--- config.mk ---
export PLATFORM = sky130hd
export DESIGN_NAME = scr_config_regs
export DESIGN_NICKNAME = d
export VERILOG_FILES = /design/src/rtl/scr_pkg.sv /design/src/rtl/scr_wake_timer.sv /design/src/rtl/scr_config_regs.sv
export SDC_FILE = /design/constraint.sdc
export NUM_CORES = 1
export LEC_CHECK = 0
export BUFFER_PORTS_ARGS = -buffer_cell sky130_fd_sc_hd__buf_2
export CORE_ASPECT_RATIO = 1.1
export CORE_UTILIZATION = 57
export DETAILED_ROUTE_END_ITERATION = 10
export MAX_ROUTING_LAYER = met4
export PLACE_DENSITY = 0.86
export SLEW_MARGIN = 20
export SYNTH_ARGS = -nofsm -noshare
export SYNTH_HDL_FRONTEND = slang
export SYNTH_SLANG_ARGS = --single-unit
--- constraint.sdc ---
create_clock -name sys_clk_in -period 3.8 [get_ports sys_clk_in]
set_input_delay 1.14 -clock sys_clk_in [delete_from_list [all_inputs] [get_ports sys_clk_in]]
set_output_delay 1.14 -clock sys_clk_in [all_outputs]
set_load 0.01 [all_outputs]
--- src/rtl/scr_pkg.sv ---
// Constants, field layouts and carrier types of the sensor configuration register bank
package scr_pkg;
    // Byte register offsets
    localparam logic [7:0] ADDR_UNLOCK_KEY = 8'h07;
    localparam logic [7:0] ADDR_WAKE_LOW = 8'h08;
    localparam logic [7:0] ADDR_WAKE_HIGH = 8'h09;
    localparam logic [7:0] ADDR_EMIT_PAIR = 8'h0f;
    localparam logic [7:0] ADDR_EMIT_THIRD = 8'h10;
    // Relocated interval decode of the early sequencer revision: low byte at 0x0A, high byte at 0x08
    localparam logic [7:0] ADDR_LEGACY_WAKE_LOW = 8'h0a;
    localparam logic [7:0] ADDR_LEGACY_WAKE_HIGH = 8'h08;

    // Reset values
    localparam logic [7:0] RST_UNLOCK_KEY = 8'h00;
    localparam logic [7:0] RST_WAKE_LOW = 8'h00;
    localparam logic [7:0] RST_WAKE_HIGH = 8'h00;
    localparam logic [7:0] RST_EMIT_PAIR = 8'h00;
    localparam logic [7:0] RST_EMIT_THIRD = 8'h00;
    localparam logic [7:0] UNMAPPED_READ = 8'h00;

    // Key value that unlocks the device
    localparam logic [7:0] UNLOCK_VALUE = 8'h17;

    // Field positions
    localparam int DRIVE_W = 4;
    localparam int PAIR_SECOND_LSB = 4;
    localparam int PAIR_FIRST_LSB = 0;
    localparam int THIRD_LSB = 0;
    localparam logic [7:0] THIRD_WRITE_MASK = 8'h0f;
    localparam logic [3:0] DRIVE_OFF = 4'h0;

    // Channel list: bits 0..2 are the three proximity channels, bit 3 the light channel
    localparam int CHAN_W = 4;
    localparam int CHAN_IDX_W = 2;
    localparam int PROX_CHANNELS = 3;

    // Wake interval unit and its cycle count at 200 MHz
    localparam int WAKE_UNIT_NS = 31250;
    localparam int CLK_PERIOD_NS = 5;
    localparam int WAKE_UNIT_CYCLES = WAKE_UNIT_NS / CLK_PERIOD_NS;

    // Register access carried from the serial front end
    typedef struct packed {
        logic [7:0] addr;
        logic [7:0] wdata;
        logic wr;
        logic rd;
    } scr_reg_req_s;

    // Emitter drive codes as presented to the current sinks
    typedef struct packed {
        logic [3:0] third;
        logic [3:0] second;
        logic [3:0] first;
    } scr_drive_s;

    typedef enum logic [1:0] {
        SEQ_IDLE,
        SEQ_SCAN,
        SEQ_BUSY
    } scr_seq_e;
endpackage

--- src/rtl/scr_wake_timer.sv ---
// Autonomous wake-up timer counting interval units
`timescale 1ns/1ps
module scr_wake_timer #(
    parameter int TICK_CYCLES = 6250
) (
    // Clock and reset
    input wire logic sys_clk_in,
    input wire logic reset_in,
    // Control
    input wire logic restart_in,
    input wire logic [15:0] interval_in,
    // Wake event
    output logic wake_out
);
    logic [15:0] tick_count;
    logic [15:0] unit_count;
    logic [15:0] next_tick_count;
    logic [15:0] next_unit_count;
    logic next_wake;

    always_comb begin
        next_tick_count = tick_count;
        next_unit_count = unit_count;
        next_wake = 1'b0;
        // A zero interval stops autonomous operation
        if (restart_in || interval_in == 16'h0000) begin
            next_tick_count = 16'h0000;
            next_unit_count = 16'h0000;
        end else if (tick_count == 16'(TICK_CYCLES - 1)) begin
            next_tick_count = 16'h0000;
            if (unit_count + 16'h0001 >= interval_in) begin
                next_unit_count = 16'h0000;
                next_wake = 1'b1;
            end else begin
                next_unit_count = unit_count + 16'h0001;
            end
        end else begin
            next_tick_count = tick_count + 16'h0001;
        end
    end

    always_ff @(posedge sys_clk_in) begin
        if (reset_in) begin
            tick_count <= 16'h0000;
            unit_count <= 16'h0000;
            wake_out <= 1'b0;
        end else begin
            tick_count <= next_tick_count;
            unit_count <= next_unit_count;
            wake_out <= next_wake;
        end
    end
endmodule

--- src/rtl/scr_config_regs.sv ---
// Configuration register bank: unlock key, wake interval, emitter currents and wake sequencer
// Function
// - Interval low byte gives bits 7..0, high byte bits 15..8.
// - Wake-ups are spaced by interval times 31.25 microseconds.
// - Each wake-up in idle runs every listed measurement, then waits again.
// - Early revision decodes interval low at 0x0A, high at 0x08.
// - Drive code 0 is off, 1 minimum, 15 maximum current.
// - Pair register bits 7:4 set the second emitter current.
// - Pair register bits 3:0 set the first emitter current.
// - Third register bits 3:0 set third emitter; upper bits reserved.
`timescale 1ns/1ps
module scr_config_regs
    import scr_pkg::*;
#(
    parameter int TICK_CYCLES = WAKE_UNIT_CYCLES
) (
    // Clock and reset
    input wire logic sys_clk_in,
    input wire logic reset_in,
    // Byte register access from the serial front end
    input wire scr_pkg::scr_reg_req_s reg_req_in,
    output logic [7:0] reg_rdata_out,
    output logic reg_rvalid_out,
    // Emulation strap for the early sequencer revision
    input wire logic legacy_map_in,
    // Measurement engine
    input wire logic [scr_pkg::CHAN_W-1:0] channel_selection_list_in,
    input wire logic meas_done_in,
    output logic meas_start_out,
    output logic [scr_pkg::CHAN_IDX_W-1:0] meas_channel_out,
    output logic seq_busy_out,
    // Emitter current sinks and status
    output scr_pkg::scr_drive_s drive_out,
    output logic unlocked_out,
    output logic [15:0] wake_interval_out
);
    import scr_pkg::*;

    logic [7:0] unlock_key;
    logic [7:0] wake_interval_low;
    logic [7:0] wake_interval_high;
    logic [7:0] emitter_current_pair;
    logic [7:0] emitter_current_third;
    logic [7:0] next_unlock_key;
    logic [7:0] next_wake_interval_low;
    logic [7:0] next_wake_interval_high;
    logic [7:0] next_emitter_current_pair;
    logic [7:0] next_emitter_current_third;
    logic [7:0] next_rdata;
    logic next_rvalid;
    logic [15:0] wake_interval;
    logic interval_written;
    logic [7:0] low_addr;
    logic [7:0] high_addr;
    logic wake;

    // Register decode
    always_comb begin
        low_addr = legacy_map_in ? ADDR_LEGACY_WAKE_LOW : ADDR_WAKE_LOW;
        high_addr = legacy_map_in ? ADDR_LEGACY_WAKE_HIGH : ADDR_WAKE_HIGH;
        next_unlock_key = unlock_key;
        next_wake_interval_low = wake_interval_low;
        next_wake_interval_high = wake_interval_high;
        next_emitter_current_pair = emitter_current_pair;
        next_emitter_current_third = emitter_current_third;
        interval_written = 1'b0;
        if (reg_req_in.wr) begin
            if (reg_req_in.addr == ADDR_UNLOCK_KEY) begin
                next_unlock_key = reg_req_in.wdata;
            end
            if (reg_req_in.addr == low_addr) begin
                next_wake_interval_low = reg_req_in.wdata;
                interval_written = 1'b1;
            end
            if (reg_req_in.addr == high_addr) begin
                next_wake_interval_high = reg_req_in.wdata;
                interval_written = 1'b1;
            end
            if (reg_req_in.addr == ADDR_EMIT_PAIR) begin
                next_emitter_current_pair = reg_req_in.wdata;
            end
            if (reg_req_in.addr == ADDR_EMIT_THIRD) begin
                next_emitter_current_third = reg_req_in.wdata & THIRD_WRITE_MASK;
            end
        end
        next_rvalid = reg_req_in.rd;
        next_rdata = UNMAPPED_READ;
        if (reg_req_in.rd) begin
            if (reg_req_in.addr == ADDR_UNLOCK_KEY) begin
                next_rdata = unlock_key;
            end else if (reg_req_in.addr == low_addr) begin
                next_rdata = wake_interval_low;
            end else if (reg_req_in.addr == high_addr) begin
                next_rdata = wake_interval_high;
            end else if (reg_req_in.addr == ADDR_EMIT_PAIR) begin
                next_rdata = emitter_current_pair;
            end else if (reg_req_in.addr == ADDR_EMIT_THIRD) begin
                next_rdata = emitter_current_third & THIRD_WRITE_MASK;
            end
        end
    end

    always_ff @(posedge sys_clk_in) begin
        if (reset_in) begin
            unlock_key <= RST_UNLOCK_KEY;
            wake_interval_low <= RST_WAKE_LOW;
            wake_interval_high <= RST_WAKE_HIGH;
            emitter_current_pair <= RST_EMIT_PAIR;
            emitter_current_third <= RST_EMIT_THIRD;
            reg_rdata_out <= UNMAPPED_READ;
            reg_rvalid_out <= 1'b0;
        end else begin
            unlock_key <= next_unlock_key;
            wake_interval_low <= next_wake_interval_low;
            wake_interval_high <= next_wake_interval_high;
            emitter_current_pair <= next_emitter_current_pair;
            emitter_current_third <= next_emitter_current_third;
            reg_rdata_out <= next_rdata;
            reg_rvalid_out <= next_rvalid;
        end
    end

    assign wake_interval = {wake_interval_high, wake_interval_low};

    // A new interval restarts the count so the first wake follows one full interval
    scr_wake_timer #(
        .TICK_CYCLES(TICK_CYCLES)
    ) u_wake_timer (
        .sys_clk_in(sys_clk_in),
        .reset_in(reset_in),
        .restart_in(interval_written),
        .interval_in(wake_interval),
        .wake_out(wake)
    );

    // Wake sequencer
    scr_seq_e state;
    scr_seq_e next_state;
    logic [CHAN_W-1:0] pending;
    logic [CHAN_W-1:0] next_pending;
    logic [CHAN_IDX_W-1:0] next_channel;
    logic next_start;
    scr_drive_s next_drive;
    logic [CHAN_IDX_W-1:0] lowest;
    logic unlocked;

    always_comb begin
        lowest = '0;
        for (int i = CHAN_W - 1; i >= 0; i--) begin
            if (pending[i]) begin
                lowest = CHAN_IDX_W'(i);
            end
        end
        unlocked = (unlock_key == UNLOCK_VALUE);
        next_state = state;
        next_pending = pending;
        next_channel = meas_channel_out;
        next_start = 1'b0;
        next_drive = '{third: DRIVE_OFF, second: DRIVE_OFF, first: DRIVE_OFF};
        case (state)
            SEQ_IDLE: begin
                // Wakes landing mid-scan are dropped; the scan finishes first
                if (wake) begin
                    next_pending = channel_selection_list_in;
                    next_state = SEQ_SCAN;
                end
            end
            SEQ_SCAN: begin
                if (pending == '0) begin
                    next_state = SEQ_IDLE;
                end else begin
                    next_channel = lowest;
                    next_start = 1'b1;
                    next_state = SEQ_BUSY;
                end
            end
            SEQ_BUSY: begin
                if (int'(meas_channel_out) < PROX_CHANNELS) begin
                    next_drive.first = emitter_current_pair[PAIR_FIRST_LSB +: DRIVE_W];
                    next_drive.second = emitter_current_pair[PAIR_SECOND_LSB +: DRIVE_W];
                    next_drive.third = emitter_current_third[THIRD_LSB +: DRIVE_W];
                end
                if (meas_done_in) begin
                    next_pending[meas_channel_out] = 1'b0;
                    next_drive = '{third: DRIVE_OFF, second: DRIVE_OFF, first: DRIVE_OFF};
                    next_state = SEQ_SCAN;
                end
            end
            default: begin
                next_state = SEQ_IDLE;
                next_pending = '0;
            end
        endcase
    end

    always_ff @(posedge sys_clk_in) begin
        if (reset_in) begin
            state <= SEQ_IDLE;
            pending <= '0;
            meas_channel_out <= '0;
            meas_start_out <= 1'b0;
            seq_busy_out <= 1'b0;
            drive_out <= '{third: DRIVE_OFF, second: DRIVE_OFF, first: DRIVE_OFF};
            unlocked_out <= 1'b0;
            wake_interval_out <= 16'h0000;
        end else begin
            state <= next_state;
            pending <= next_pending;
            meas_channel_out <= next_channel;
            meas_start_out <= next_start;
            seq_busy_out <= (next_state != SEQ_IDLE);
            drive_out <= next_drive;
            unlocked_out <= unlocked;
            wake_interval_out <= wake_interval;
        end
    end
endmodule

==> impl_metrics.ini, run 1 <==
[status]
status = finished clean

[cts]
cts.sinks = 117
max-clock-path-buffers = 2
postCtsSetupBuffers = 0
htreeDepth = 4
cts_buffers = 17
cts_root_buf = clkbuf_8
post_cts_resized = 0
clkTransAtPathRegs_ps = 60
cts_tree = built
clkLatencyLatePin_ps = 530
hold_buffers = 0

[final_layout]
layout_commonest_cell = dfxtp_1
seq_area_sq_mm = 0.00234
area_growth_pct = 19.9
layout_common_cells = dfxtp_1, nand2_1, buf_2, nor2_1, a21oi_1
drive_gt1_share_pct = 16.4
utilization_pct = 70.3
n_antenna_cell = 0
layout.nets = 720
filler_cell_count = 645
multiInputGateArea_sq_mm = 0.00260

[power_and_ir_drop]
power_density_mw_per_mm2 = 479
leakagePower_nw = 2.46
power.switching_mw = 0.584
seqPwrFrac_pct = 41.2
internal_power_mw = 2.40
ir_drop_v = 0.000309
p_comb_share_pct = 2.1
switching_share_pct = 19.6
clkPwrFrac_pct = 56.8

[job]
drv_cap = 0

[synthesis]
synth_cells = 606
netlist_area_sq_mm = 0.00520
synth_seq_cells = 117
ys_types = 52
synth_ff_type = dfxtp_1
syn_nets = 651
yosys_warnings = 0
synth.avg_cell_area_sq_um = 8.58
synth_edf_count = 0
async_flop_share_pct = 0
synth-seq-area-share_pct = 45.0

[grt]
grt_pass1_vias = 4458
grt_max_degree = 65
grt.total_usage_pct = 29.0
grt_pass1_wl_um = 20900
antenna_found_initial = 0
grt_remaining_overflow = 0

[timing]
fin_ws_ps = 170
finalClockSkew_ps = 7.19
rsz0062_at_grt = false
finalHoldViolations = 0
slew_violations = 0
max_clock_freq_mhz = 275
tightest_slew_ps = 909
period_needed_ps = 3630
fin_tns_setup_ps = 0
slew_headroom_pct = 39.2
fin_crit_sh_pct = 95.5
setup_viol = 0

[setup_path]
crit_type = register to register
cpMostUsedCell = ha_1
crit_path_max_incr_delay_ps = 530
rr_worst_depth = 11
cp.depth = 11
critPathMaxFanout = 7
path_buf_inv = 1
critPathArrivalTime_ps = 4030
crit_path_end = u_wake_timer.unit_count[12]
reg2reg_slack_ps = 170
startpoint = u_wake_timer.unit_count[0]
cp_cell_sequence = ha_1, and3_1, nor4bb_1, xnor2_1, inv_1, ha_1, nand2_1, o21ai_0, a22oi_1, a41oi_1, o22ai_1
startpoint_type = register
cp.required_ps = 4200
r2r_end = u_wake_timer.unit_count[12]
worst_setup_path_end_kind = register
slowest_stage = o21ai_0
critical_path.top_delay_family = compound AO/OA/AOI/OAI gates
r2r-start = u_wake_timer.unit_count[0]

[floorplanning]
die-width_um = 93.1
core_sq_mm = 0.00887
num_io_pins = 68
rows = 36
die-area_sq_mm = 0.00951
fp.dieH_um = 102
initial_utilization_pct = 58.6

[placed_design]
place_ws_ps = 362
gp_congestion = 0.911
io_buffers = 67
hpwl_um = 8580

[detailed_routing]
drc = 0
drt-wirelength-per-cell_um = 16.1
vias = 4851
drt_wl_total_um = 12900
drt-initial-drc-count = 391
first_pass_iters = 6
vias_per_cell = 6.06
final_antenna_net_count = 0

[worst_hold_path]
hold_class = register to register
## cells in the mapped netlist (8+ instances only)
| library cell | number | area (sq um) |
|---|---|---|
| nor4_1 | 9 | 56.3 |
| xnor2_1 | 22 | 193 |
| inv_1 | 38 | 143 |
| clkbuf_1 | 15 | 56.3 |
| nor3_1 | 8 | 40.0 |
| dfxtp_1 | 117 | 2340 |
| a22oi_1 | 9 | 67.6 |
| nor2_1 | 59 | 221 |
| and2_1 | 15 | 93.8 |
| ha_1 | 19 | 238 |
| nand2_1 | 83 | 312 |
| nand3_1 | 39 | 195 |
| o32ai_1 | 8 | 70.1 |
| nand4_1 | 10 | 62.6 |
| a21oi_1 | 52 | 260 |
| xor2_1 | 8 | 70.1 |
## worst reg2reg max path: cells and delay by family (launching register included)
kind	cells	cell delay [ps]
AO/OA/AOI/OAI	4	1390
AND/OR/NAND/NOR	3	800
adder cells (fa/ha/maj)	2	600
flip-flops	1	480
XOR/XNOR	1	190
buffers and inverters	1	70
## how the worst min path moves through the flow
stage,startpoint,to,slack (ps),depth (start not counted)
floorplan,unlock_key[7],unlocked_out,420,1
global placement,u_wake_timer.tick_count[0],u_wake_timer.tick_count[0],450,1
detailed placement,emitter_current_pair[6],emitter_current_pair[6],460,2
CTS,unlock_key[4],unlock_key[4],470,2
global route,unlock_key[5],unlock_key[5],500,2
finish,unlock_key[4],unlock_key[4],480,2
## cell type report
| type | count | share of cell area, % |
|---|---|---|
| sequential | 117 | 37.6 |
| tap | 114 | 2.29 |
| timing repair buffer | 73 | 6.10 |
| clock inverter | 10 | 2.85 |
| clock buffer | 21 | 7.20 |
| multi-input combinational | 428 | 41.7 |
| inverter | 38 | 2.29 |
## flip-flops by register name, indices dropped and copies added, names as in the netlist
name and flops:
u_wake_timer.tick_count 16, wake_interval_low 8, reg_rvalid_out 1, state 2, reg_rdata_out 8, meas_channel_out 2
pending 4, wake_interval_out 16, u_wake_timer.wake_out 1, u_wake_timer.unit_count 16, drive_out 12, emitter_current_third 4
unlocked_out 1, seq_busy_out 1, unlock_key 8, emitter_current_pair 8, wake_interval_high 8, meas_start_out 1
## routing by layer
layer  GRT usage [%]  wire length (um)  vias up
li1                -                 -     2270
met1            33.2              5130     2288
met2            47.7              6360      242
met3            6.85               950       51
met4            14.6               418        0
met5               -                 0        -
## power by group through the flow
stage          Combinational (mW)  Clock (mW)  Sequential (mW)
2_1_floorplan              0.0310           0             1.26
3_3_place_gp               0.0585           0             1.26
3_5_place_dp               0.0597           0             1.26
4_1_cts                    0.0600        1.71             1.23
5_1_grt                    0.0656        1.76             1.23
6_report                   0.0616        1.70             1.23
## through the flow
step	power, mW	std cells	area [sq um]	hold WS (ps)
final	2.99	801	6240	477
after detailed placement	1.32	770	5610	460
after CTS	3.00	801	6240	471
after global placement	1.31	770	5610	454
after floorplan	1.29	606	5200	420
after global routing	3.06	801	6240	498
## kinds of logic after synthesis
kind of cell,Yosys count,synth area share (%)
AND/OR/NAND/NOR,256,24.5
AO/OA/AOI/OAI,117,14.7
flip-flops,117,45.0
buffers and inverters,61,4.96
XOR/XNOR,30,5.05
adder cells (fa/ha/maj),19,4.57
multiplexers,6,1.15
(Power assumes the default switching activity.)
==> run 2, diff against run 1 <==
MAX_ROUTING_LAYER = unset   (was met4)
==> run 2 against run 1 <==
  * Global-route usage increased by 0.73 points
  * Count of clock-buffer cells in the layout decreased by 3
  * Worst hold slack got worse by 5.2 ps
  * Worst setup slack improved by 240 ps
  * Critical path type unchanged
==> impl_metrics.ini, run 2 (synthesized netlist as in run 1, its figures left out) <==
[timing]
max_clock_freq_mhz = 295
tightest_slew_ps = 658
rsz0062_at_grt = false
hold_slack_ps = 472
setup_viol = 0
slew_headroom_pct = 56.1
fin_crit_sh_pct = 89.2
slew_violations = 0
finalHoldViolations = 0
finalClockSkew_ps = 4.38
fin_tns_setup_ps = 0
period_needed_ps = 3390

[power_and_ir_drop]
ir_drop_v = 0.000348
power_density_mw_per_mm2 = 484
switching_share_pct = 20.9
leakagePower_nw = 2.48
power.switching_mw = 0.635
seqPwrFrac_pct = 40.5
power_mw = 3.04
clkPwrFrac_pct = 57.5
p_comb_share_pct = 2.1
internal_power_mw = 2.40

[worst_hold_path]
holdPathStages = 1
min_from = unlock_key[7]
hold_class = register to register
whs_endpoint = unlocked_out

[setup_path]
crit_type = register to register
startpoint_type = register
r2r-start = u_wake_timer.unit_count[0]
reg2reg_slack_ps = 410
rr_worst_depth = 10
critPathMaxFanout = 9
worst_setup_path_end_kind = register
critPathArrivalTime_ps = 3790
cp.required_ps = 4200
r2r_end = u_wake_timer.unit_count[10]

[detailed_routing]
drt-initial-drc-count = 367
first_pass_iters = 6
final_antenna_net_count = 0
drc = 0
vias = 4864
drt_wl_total_um = 13600
drt-wirelength-per-cell_um = 16.9
vias_per_cell = 6.05

[grt]
grt_pass1_vias = 4681
grt_remaining_overflow = 0
grt_pass1_wl_um = 22000
grt_max_degree = 65
grt.total_usage_pct = 29.7
antenna_found_initial = 0

[floorplanning]
num_io_pins = 68
initial_utilization_pct = 58.6
core_sq_mm = 0.00887
rows = 36
die-area_sq_mm = 0.00951
die-width_um = 93.1
fp.dieH_um = 102

[final_layout]
n_antenna_cell = 0
filler_cell_count = 631
layout.nets = 722
top_regs = u_wake_timer.tick_count x16, u_wake_timer.unit_count x16, wake_interval_out x16
layout_common_cells = dfxtp_1, nand2_1, buf_2, nor2_1, a21oi_1
layout_commonest_cell = dfxtp_1
utilization_pct = 70.7
area_growth_pct = 20.7
drive_gt1_share_pct = 17.1

[cts]
htreeDepth = 4
cts.sinks = 117
post_cts_resized = 0
cts_buffers = 17
hold_buffers = 0
max-clock-path-buffers = 2
postCtsSetupBuffers = 0
clkLatencyLatePin_ps = 520
cts_tree = built
cts_root_buf = clkbuf_8
clkTransAtPathRegs_ps = 60

[status]
status = finished clean

[job]
drv_cap = 0

[placed_design]
hpwl_um = 8830
io_buffers = 67
gp_congestion = 0.934
[run 2: changes by cell type in the layout (fill, tap and decap cells not counted)]
cell        before  now
clkbuf_1         2    0
buf_4            6    8
clkinv_4         0    3
clkbuf_8         3    2
clkinv_2         4    1
clkinvlp_4       1    2
inv_6            0    3
[run 2: per-layer routing]
| metal | wire (um) | vias to the layer above | part of all wire, % | global-route usage, % |
|---|---|---|---|---|
| li1 | - | 2276 | - | - |
| met1 | 5070 | 2278 | 37 | 33.7 |
| met2 | 7030 | 260 | 52 | 52.5 |
| met3 | 1030 | 50 | 7.6 | 6.62 |
| met4 | 458 | 0 | 3.4 | 15.6 |
| met5 | 0 | - | 0 | 0 |
[run 2: cell type report]
class	count	area (sq um)	area share, %
clock buffers	18	428	6.82
clock inverters	14	223	3.55
inverters	38	143	2.27
multi-input cells	428	2600	41.5
flip-flops and latches	117	2340	37.3
well taps	114	143	2.27
repair buffers	75	395	6.30
[run 2: critical path, cell delays in order (launching register included)]
cell	delay [ps]
dfxtp_1	450
ha_1	300
and3_1	340
nand4_1	220
xnor2_1	240
ha_1	290
o21ai_0	280
nor2_1	160
nor2_1	300
nand3_2	280
o32ai_1	420
[run 2: worst max-delay path by stage]
stage,from,to,depth (start not counted)
5_1_grt,u_wake_timer.unit_count[0],u_wake_timer.unit_count[14],11
2_1_floorplan,u_wake_timer.unit_count[0],u_wake_timer.unit_count[14],12
4_1_cts,u_wake_timer.unit_count[0],u_wake_timer.unit_count[10],10
6_report,u_wake_timer.unit_count[0],u_wake_timer.unit_count[10],10
3_5_place_dp,u_wake_timer.unit_count[0],u_wake_timer.unit_count[14],11
3_3_place_gp,reg_req_in[15],reg_rdata_out[3],7
[run 2: per-stage QoR]
step | instances | worst slack [ps] | instance area [sq um]
2_1_floorplan | 606 | 950 | 5200
6_report | 804 | 410 | 6280
3_5_place_dp | 772 | 618 | 5630
3_3_place_gp | 772 | 699 | 5630
5_1_grt | 804 | 219 | 6280
4_1_cts | 804 | 541 | 6280
[run 2: power by group through the flow]
| stage | logic [mW] | clock network, mW | registers (mW) |
|---|---|---|---|
| after floorplan | 0.0310 | 0 | 1.26 |
| after global placement | 0.0597 | 0 | 1.26 |
| after detailed placement | 0.0613 | 0 | 1.26 |
| after CTS | 0.0619 | 1.75 | 1.23 |
| after global routing | 0.0678 | 1.81 | 1.23 |
| final | 0.0631 | 1.75 | 1.23 |
